## src/core/ssc_pkg.sv

```systemverilog
// Shared constants and carrier types of the serial port control block
package ssc_pkg;
  // Register byte addresses
  localparam logic [7:0] ADDR_CTRL = 8'h00;
  localparam logic [7:0] ADDR_STAT = 8'h04;
  localparam logic [7:0] ADDR_XMIT = 8'h08;
  localparam logic [7:0] ADDR_NULL = 8'h0c;
  localparam logic [7:0] ADDR_RCV = 8'h10;
  localparam logic [7:0] ADDR_PRST = 8'h14;
  // Control register bit positions
  localparam int CB_DIR0 = 2;
  localparam int CB_DIR1 = 3;
  localparam int CB_FSL_HI = 8;
  localparam int CB_CCS = 9;
  localparam int CB_GCK = 10;
  localparam int CB_NET = 11;
  localparam int CB_XON = 12;
  localparam int CB_RON = 13;
  localparam int CB_XIE = 14;
  localparam int CB_RIE = 15;
  localparam int CTRL_W = 16;
  localparam logic [CTRL_W-1:0] CTRL_RST = 16'h0000;
  // Port reset register bit positions
  localparam int PR_PORT = 0;
  localparam int PR_STOP = 1;
  // Bus answers
  localparam logic [1:0] RESP_OKAY = 2'h0;
  localparam logic [1:0] RESP_DECERR = 2'h3;
  // Serial pins as seen from outside
  typedef struct packed {
    logic bclk;
    logic fsync;
    logic rxd;
    logic ctrl0;
    logic ctrl1;
  } ssc_pins_t;
  // Status register, bit 7 down to bit 0
  typedef struct packed {
    logic rcv_hold_full;
    logic xmit_hold_empty;
    logic rcv_overrun_flag;
    logic xmit_underrun;
    logic rcv_frame_start_flag;
    logic xmit_frame_start_flag;
    logic if1;
    logic if0;
  } ssc_stat_t;
  localparam ssc_stat_t STAT_RST = 8'h40;
endpackage

```

## src/core/ssc_core.sv

```systemverilog
// Serial port control and status with AXI4-Lite register access
//
// The address map and register access over AXI4-Lite were chosen for this implementation.
`timescale 1ns/1ps
module ssc_core #(
  parameter int WORD_BITS = 8,
  parameter int CLK_DIV = 4
) (
  input wire logic aclk,
  input wire logic aresetn,
  input wire logic [7:0] awaddr,
  input wire logic awvalid,
  output logic awready,
  input wire logic [31:0] wdata,
  input wire logic [3:0] wstrb,
  input wire logic wvalid,
  output logic wready,
  output logic [1:0] bresp,
  output logic bvalid,
  input wire logic bready,
  input wire logic [7:0] araddr,
  input wire logic arvalid,
  output logic arready,
  output logic [31:0] rdata,
  output logic [1:0] rresp,
  output logic rvalid,
  input wire logic rready,
  input wire ssc_pkg::ssc_pins_t pins_in,
  output logic serial_out_pin_o,
  output logic serial_out_pin_oe,
  output logic bclk_out,
  output logic xmit_irq_ok,
  output logic xmit_irq_exc,
  output logic rcv_irq_ok,
  output logic rcv_irq_exc
);
  import ssc_pkg::*;

  localparam int CW = (WORD_BITS > 1) ? $clog2(WORD_BITS) : 1;
  localparam int DW = (CLK_DIV > 1) ? $clog2(CLK_DIV) : 1;
  localparam logic [CW-1:0] LAST_IDX = CW'(WORD_BITS - 1);
  localparam logic [DW-1:0] DIV_LAST = DW'(CLK_DIV - 1);

  function automatic logic hit(input logic [7:0] a, input logic [7:0] r);
    return a == r;
  endfunction

  logic [CTRL_W-1:0] ctrl;
  logic [1:0] prst_reg;
  ssc_stat_t stat;
  logic tue_arm, roe_arm, ien_x, ien_r;

  // Input synchronisers with agreement filter
  ssc_pins_t s1, s2, s3, pin;
  logic bclk_q, fs_q;
  always_ff @(posedge aclk) begin
    if (!aresetn) begin
      s1 <= '0;
      s2 <= '0;
      s3 <= '0;
      pin <= '0;
    end else begin
      s1 <= pins_in;
      s2 <= s1;
      s3 <= s2;
      pin <= (s2 & s3) | (pin & (s2 ^ s3));
    end
  end

  wire prst = prst_reg[PR_PORT] | prst_reg[PR_STOP];
  wire rst_all = !aresetn | prst;
  wire net = ctrl[CB_NET];
  wire rise = pin.bclk & !bclk_q;
  wire fall = !pin.bclk & bclk_q;

  // Frame sync only from the pin; none is made here
  wire frame_start = rise & (ctrl[CB_FSL_HI] ? fs_q :
    (pin.fsync & !fs_q));

  // Slot and bit timing
  logic [CW-1:0] cnt;
  logic in_slot;
  wire in_bit = frame_start | (rise & in_slot);
  wire [CW-1:0] bit_idx = frame_start ? '0 : cnt;
  wire last_bit = bit_idx == LAST_IDX;
  wire slot_begin = in_bit & (bit_idx == '0);
  wire word_end = in_bit & last_bit;
  wire [CW-1:0] next_cnt = last_bit ? '0 : bit_idx + CW'(1);

  always_ff @(posedge aclk) begin
    if (rst_all) begin
      cnt <= '0;
      in_slot <= 1'b0;
      fs_q <= 1'b0;
      bclk_q <= 1'b0;
    end else begin
      bclk_q <= pin.bclk;
      if (rise)
        fs_q <= pin.fsync;
      if (in_bit) begin
        cnt <= next_cnt;
        in_slot <= !(last_bit & !net);
      end
    end
  end

  // Bus slave handshake
  logic aw_got, w_got;
  logic [7:0] wa;
  logic [31:0] wd;
  logic [3:0] ws;
  wire aw_hs = awvalid & awready;
  wire w_hs = wvalid & wready;
  wire ar_hs = arvalid & arready;
  wire next_aw_got = aw_got | aw_hs;
  wire next_w_got = w_got | w_hs;
  wire wr_fire = aw_got & w_got & !bvalid;
  wire next_bvalid = wr_fire | (bvalid & !bready);
  wire next_rvalid = ar_hs | (rvalid & !rready);

  wire wr_ctrl = wr_fire & hit(wa, ADDR_CTRL);
  wire wr_xmit = wr_fire & hit(wa, ADDR_XMIT);
  wire wr_null = wr_fire & hit(wa, ADDR_NULL);
  wire wr_prst = wr_fire & hit(wa, ADDR_PRST);
  wire wr_tx = wr_xmit | wr_null;
  wire wr_ok = wr_ctrl | wr_tx | wr_prst | hit(wa, ADDR_STAT)
    | hit(wa, ADDR_RCV);
  wire rd_stat = ar_hs & hit(araddr, ADDR_STAT);
  wire rd_rcv = ar_hs & hit(araddr, ADDR_RCV);
  wire rd_ok = hit(araddr, ADDR_CTRL) | hit(araddr, ADDR_STAT)
    | hit(araddr, ADDR_RCV) | hit(araddr, ADDR_XMIT)
    | hit(araddr, ADDR_NULL) | hit(araddr, ADDR_PRST);

  always_ff @(posedge aclk) begin
    if (!aresetn) begin
      aw_got <= 1'b0;
      w_got <= 1'b0;
      wa <= '0;
      wd <= '0;
      ws <= '0;
      awready <= 1'b0;
      wready <= 1'b0;
      bvalid <= 1'b0;
      bresp <= RESP_OKAY;
    end else begin
      if (aw_hs)
        wa <= awaddr;
      if (w_hs) begin
        wd <= wdata;
        ws <= wstrb;
      end
      aw_got <= next_aw_got & !wr_fire;
      w_got <= next_w_got & !wr_fire;
      awready <= !next_aw_got & !next_bvalid;
      wready <= !next_w_got & !next_bvalid;
      bvalid <= next_bvalid;
      if (wr_fire)
        bresp <= wr_ok ? RESP_OKAY : RESP_DECERR;
    end
  end

  // Control and port reset registers
  always_ff @(posedge aclk) begin
    if (!aresetn) begin
      ctrl <= CTRL_RST;
      prst_reg <= '0;
    end else begin
      if (wr_ctrl && ws[0])
        ctrl[7:0] <= wd[7:0];
      if (wr_ctrl && ws[1])
        ctrl[15:8] <= wd[15:8];
      if (wr_prst && ws[0])
        prst_reg <= wd[1:0];
    end
  end

  // Transmit path
  logic [WORD_BITS-1:0] hold, tx_sh;
  logic hold_null, xmit_act;
  wire x_go = ctrl[CB_XON] & (frame_start | xmit_act);
  wire x_xfer = slot_begin & x_go & !stat.xmit_hold_empty;
  wire x_under = slot_begin & x_go & stat.xmit_hold_empty;

  always_ff @(posedge aclk) begin
    if (rst_all) begin
      hold <= '0;
      hold_null <= 1'b0;
    end else if (wr_xmit) begin
      hold <= wd[WORD_BITS-1:0];
      hold_null <= 1'b0;
    end else if (wr_null) begin
      hold_null <= 1'b1;
    end
  end

  always_ff @(posedge aclk) begin
    if (rst_all) begin
      xmit_act <= 1'b0;
      tx_sh <= '0;
      serial_out_pin_o <= 1'b0;
      serial_out_pin_oe <= 1'b0;
    end else if (slot_begin) begin
      xmit_act <= x_go;
      serial_out_pin_oe <= x_go & !hold_null;
      serial_out_pin_o <= hold[WORD_BITS-1];
      tx_sh <= hold << 1;
    end else if (in_bit) begin
      serial_out_pin_o <= tx_sh[WORD_BITS-1];
      tx_sh <= tx_sh << 1;
    end else if (fall && !in_slot) begin
      serial_out_pin_oe <= 1'b0;
    end
  end

  // Receive path
  logic [WORD_BITS-1:0] rx_sh, rx_hold;
  logic rcv_act, rx_busy, p0, p1, rfs_w;
  wire [WORD_BITS-1:0] next_rx = {rx_sh[WORD_BITS-2:0], pin.rxd};
  wire r_go = ctrl[CB_RON] & (frame_start | rcv_act);
  wire r_done = word_end & rx_busy;
  wire r_xfer = r_done & !stat.rcv_hold_full;
  wire r_over = r_done & stat.rcv_hold_full;

  always_ff @(posedge aclk) begin
    if (rst_all) begin
      rcv_act <= 1'b0;
      rx_busy <= 1'b0;
      p0 <= 1'b0;
      p1 <= 1'b0;
      rfs_w <= 1'b0;
      rx_sh <= '0;
    end else begin
      if (in_bit)
        rx_sh <= next_rx;
      if (slot_begin) begin
        rcv_act <= r_go;
        rx_busy <= r_go;
        p0 <= pin.ctrl0;
        p1 <= pin.ctrl1;
        rfs_w <= frame_start;
      end else if (word_end) begin
        rx_busy <= 1'b0;
      end
    end
  end

  // Status flags; a hardware set wins over a software clear
  wire next_tde = x_xfer | (stat.xmit_hold_empty & !wr_tx);
  wire next_tue = x_under | (stat.xmit_underrun & !(tue_arm & wr_tx));
  wire next_rdf = r_xfer | (stat.rcv_hold_full & !rd_rcv);
  wire next_roe = r_over | (stat.rcv_overrun_flag & !(roe_arm & rd_rcv));

  always_ff @(posedge aclk) begin
    if (rst_all) begin
      stat <= STAT_RST;
      rx_hold <= '0;
      tue_arm <= 1'b0;
      roe_arm <= 1'b0;
    end else begin
      stat.xmit_hold_empty <= next_tde;
      stat.xmit_underrun <= next_tue;
      stat.rcv_hold_full <= next_rdf;
      stat.rcv_overrun_flag <= next_roe;
      tue_arm <= next_tue & (tue_arm | (rd_stat & stat.xmit_underrun));
      roe_arm <= next_roe & (roe_arm | (rd_stat & stat.rcv_overrun_flag));
      if (slot_begin)
        stat.xmit_frame_start_flag <= frame_start;
      if (r_xfer) begin
        rx_hold <= next_rx;
        stat.rcv_frame_start_flag <= rfs_w;
        stat.if0 <= p0;
        stat.if1 <= p1;
      end
    end
  end

  // Status as read, flags masked by pin direction and clock mode
  wire if0_on = !ctrl[CB_DIR0] & ctrl[CB_CCS];
  wire if1_on = !ctrl[CB_DIR1] & ctrl[CB_CCS];
  wire [7:0] stat_rd = {stat[7:2], stat.if1 & if1_on, stat.if0 & if0_on};
  wire [31:0] rd_mux =
    hit(araddr, ADDR_CTRL) ? {16'h0000, ctrl} :
    hit(araddr, ADDR_STAT) ? {24'h000000, stat_rd} :
    hit(araddr, ADDR_RCV) ? 32'(rx_hold) :
    hit(araddr, ADDR_PRST) ? {30'h00000000, prst_reg} : 32'h00000000;

  always_ff @(posedge aclk) begin
    if (!aresetn) begin
      arready <= 1'b0;
      rvalid <= 1'b0;
      rdata <= '0;
      rresp <= RESP_OKAY;
    end else begin
      arready <= !next_rvalid;
      rvalid <= next_rvalid;
      if (ar_hs) begin
        rdata <= rd_mux;
        rresp <= rd_ok ? RESP_OKAY : RESP_DECERR;
      end
    end
  end

  // Interrupt enables follow at frame sync in network mode
  always_ff @(posedge aclk) begin
    if (rst_all) begin
      ien_x <= 1'b0;
      ien_r <= 1'b0;
      xmit_irq_ok <= 1'b0;
      xmit_irq_exc <= 1'b0;
      rcv_irq_ok <= 1'b0;
      rcv_irq_exc <= 1'b0;
    end else begin
      if (!net || frame_start) begin
        ien_x <= ctrl[CB_XIE];
        ien_r <= ctrl[CB_RIE];
      end
      xmit_irq_exc <= ien_x & stat.xmit_hold_empty & stat.xmit_underrun;
      xmit_irq_ok <= ien_x & stat.xmit_hold_empty & !stat.xmit_underrun;
      rcv_irq_exc <= ien_r & stat.rcv_hold_full & stat.rcv_overrun_flag;
      rcv_irq_ok <= ien_r & stat.rcv_hold_full & !stat.rcv_overrun_flag;
    end
  end

  // Bit clock out: free running, or gated to transmit words
  logic [DW-1:0] div;
  wire tick = div == DIV_LAST;
  always_ff @(posedge aclk) begin
    if (rst_all) begin
      div <= '0;
      bclk_out <= 1'b0;
    end else begin
      div <= tick ? '0 : div + DW'(1);
      if (tick && (!ctrl[CB_GCK] || serial_out_pin_oe || bclk_out))
        bclk_out <= !bclk_out;
    end
  end
endmodule // ssc_core

```

## config.mk

```make
export PLATFORM = sky130hd
export DESIGN_NAME = ssc_core
export DESIGN_NICKNAME = d
export VERILOG_FILES = /design/src/core/ssc_pkg.sv /design/src/core/ssc_core.sv
export SDC_FILE = /design/constraint.sdc
export NUM_CORES = 1
export LEC_CHECK = 0
export BUFFER_PORTS_ARGS = -buffer_cell sky130_fd_sc_hd__buf_2
export CORE_MARGIN = 2
export CORE_UTILIZATION = 50
export CTS_CLUSTER_DIAMETER = 150
export DETAILED_ROUTE_END_ITERATION = 8
export HOLD_SLACK_MARGIN = 0.1
export PLACE_DENSITY = 0.77
export SLEW_MARGIN = 20
export SYNTH_ARGS = -nofsm -noshare
export SYNTH_HDL_FRONTEND = slang
export SYNTH_SLANG_ARGS = --single-unit
export TNS_END_PERCENT = 100
```

## constraint.sdc

```tcl
create_clock -name aclk -period 2.25 [get_ports aclk]
set_input_delay 0.225 -clock aclk [delete_from_list [all_inputs] [get_ports aclk]]
set_output_delay 0.225 -clock aclk [all_outputs]
set_load 0.1 [all_outputs]
```

==> flow_summary.yaml <==
clocking:
  clock_latency_ps: 420
  path_clk_slew_ps: 60
  postCtsSetupBuffers: 0
  cts.sinks: 152
  cts_tree: "yes"
  clock-root-buffer: "clkbuf_16"
  cts_buffers: 17
  clockBufferDepth: 2
  htree_levels: 4
route:
  postRouteAntennaNets: 0
  wl_per_cell_um: 15.16
  vias: 5147
  drcViolationCount: 0
  dr.pass1.iters: 5
  viasPerCell: 5.429
  drt_iter0_drc: 279
  drt_wl_total_um: 14370
floorplan:
  start_util_pct: 50.93
  num_rows: 40
  die_x_um: 114.4
  core_mm2: 0.01196
  dieArea_mm2: 0.01308
  die_h_um: 114.4
  io_pins: 112
worst_setup_path:
  start_kind: "flip-flop"
  cp-endpoint: "tx_sh[7]"
  cp.arrival_ps: 2410
  cp-end-kind: "flip-flop"
  crit_type: "flip-flop to flip-flop"
  startpoint: "ctrl[8]"
  cp_max_fo: 5
  rrSetupSlack_ps: 140
  crit_required_ps: 2550
  r2r_cells: 11
  worstReg2RegStart: "ctrl[8]"
  reg2reg_to: "tx_sh[7]"
run:
  max_cap_violations: 0
pwr:
  vdd_drop_max_mv: 0.6381
  p_leak_uw: 0.003023
  total_power_uw: 6309
  p_per_area_mw_per_mm2: 824.0
sta:
  final_hold_viol_count: 0
  finalSetupViolations: 0
  tns_ps: 0
  relSlewSlack_pct: 54.27
  fmax_mhz: 473.6
  period_share_pct: 93.85
  clock_skew_ps: 7.784
  rsz0062_at_grt: "no"
  drv_slew: 0
  tightest_slew_ps: 679.6
  fin_crit_ps: 2112
place:
  place_hpwl_um: 10020
  place_congestion: 0.8506
  dp_cells: 882
  portBuffers: 77
logic_synthesis:
  synth_edf_count: 0
  synth_cell_types: 53
  yosysSeqAreaShare_pct: 49.95
  synth-async-reset-ratio_pct: 0
  synthCells: 672
  ys_ff_latch: 152
  syn-cell-area_mm2: 0.006092
  avgSynthCellArea_um2: 9.066
  yosysWarnings: 0
  ys.flop_type: "dfxtp_1"
final_layout:
  drive_gt1_share_pct: 19.10
  register_area_mm2: 0.003044
  area_delta_synth_final_pct: 25.69
  fin_cells: 948
  multi_input_area_mm2: 0.002791
  diodes: 0
  reg_top3: "ctrl: 16 flops, rdata: 16 flops, wd: 16 flops"
  nNetsFinal: 863
  fill_cells: 996
grt:
  antenna_found_initial: 0
  grt_max_degree: 51
  globalRouteOverflowTotal: 0
  grtUsageTotal_pct: 22.88
  grt_pass1_vias: 4806
  grt_pass1_wl_um: 23380
min_path:
  hold_class: "input pin to flip-flop"
status:
  outcome: "finished clean"
==> report_power, final <==
group	switching (uW)	internal (uW)	leakage [uW]
Sequential	40.3	2750	0.00123
Clock	1080	1870	0.000288
Combinational	407	154	0.00150
Total	1530	4780	0.00302
==> through the flow <==
| step | hold slack (ps) | setup WS, ps | utilization [%] | area [um^2] |
|---|---|---|---|---|
| after global routing | 104.4 | 13.48 | 64.02 | 7657 |
| final | 118.2 | 138.3 | 64.02 | 7657 |
| after detailed placement | 419.0 | 31.34 | 55.70 | 6663 |
| after floorplan | 352.3 | 44.09 | - | 6160 |
| after CTS | 108.8 | 2.624 | 63.78 | 7629 |
| after global placement | 415.8 | 74.48 | 55.70 | 6663 |
==> synthesized netlist by cell type, types with 2 or more instances <==
cell       count  share of area (%)
nand2b_1       5               0.51
a21oi_1       50                4.1
a22o_1         6               0.86
a211oi_1       2               0.25
inv_1         12               0.74
clkbuf_1      35                2.2
nand4_1        4               0.41
nor4_4         3                1.0
mux2i_1       35                5.8
dfxtp_1      152                 50
a31oi_1        2               0.21
buf_4         19                2.3
nand3_1       20                1.6
nand4b_1       2               0.29
nor2b_1       26                2.7
a21boi_0      29                3.6
or3b_2         3               0.43
nand3b_1       2               0.25
or4b_2         2               0.33
a221oi_1       7                1.0
nor4_1         4               0.41
nor3b_1        3               0.37
ha_1           9                1.8
nor2_1        31                1.9
and2_1        23                2.4
buf_1          3               0.18
o21ai_0       37                3.0
o2111ai_1      4               0.58
a311oi_1       2               0.29
o32ai_1        2               0.29
nand2_1      109                6.7
o311ai_0       2               0.29
nor3_1         7               0.58
==> cell families after synthesis <==
group           share of synthesized area (%)
fa+ha+maj                               1.848
other cells                           0.06156
simple gates                            20.78
flops                                   49.95
mux                                     5.936
buf+inv                                 5.607
compound gates                          15.81
==> timing repair <==
| action | in CTS | in global routing |
|---|---|---|
| endpoints found under the hold margin | 33 | 0 |
| setup endpoints to repair | 0 | 15 |
| gates resized for setup | 0 | 8 |
| hold buffers | 35 | 0 |
==> area by class of cell <==
cell class | instances | share of cell area (%)
clock inverter | 11 | 2.255
inverter | 12 | 0.5882
tap | 147 | 2.402
multi-input combinational | 465 | 36.45
sequential | 152 | 39.75
clock buffer | 19 | 5.784
timing repair buffer | 142 | 12.76
==> routing by layer <==
metal	GRT usage [%]	part of all wire, %	up-vias
li1	-	-	2524
met4	8.618	1.8	0
met5	0	0	-
met3	4.870	3.9	19
met1	29.07	46	2464
met2	38.26	48	140
==> worst max-delay path, stage by stage, from the launching register on <==
cell      delay (ps)
dfxtp_1          320
nor3b_2          230
o21ai_1          100
buf_4            150
nand2_1           80
buf_4            100
ha_2             180
inv_1             70
a221oi_4         290
buf_4            210
mux2i_1          180
a21oi_1           80
==> cell usage in the layout (no fill, tap or decap), drive strengths merged, types with 3 or more instances in the layout <==
master	synthesis	layout
a21boi	29	29
a21oi	50	50
a221oi	7	7
a22o	6	6
and2	24	24
buf	23	107
bufinv	0	4
clkbuf	35	19
clkinvlp	0	4
conb	1	16
dfxtp	152	152
dlygate4sd3	0	35
ha	9	9
inv	12	13
mux2i	35	35
nand2	109	109
nand2b	5	5
nand3	20	20
nand4	4	4
nor2	31	31
nor2b	26	26
nor3	7	7
nor3b	3	3
nor4	7	7
o2111ai	4	4
o21ai	38	38
or3b	3	3
==> worst min-delay path by stage <==
stage	slack [ps]	startpoint	to	depth (start not counted)
floorplan	350	pins_in[0]	s1[0]	1
global placement	420	div[0]	div[0]	1
detailed placement	420	s1[0]	s2[0]	1
CTS	110	wdata[12]	wd[12]	3
global route	100	wdata[12]	wd[12]	3
finish	120	wdata[12]	wd[12]	3
(Power assumes the default switching activity.)
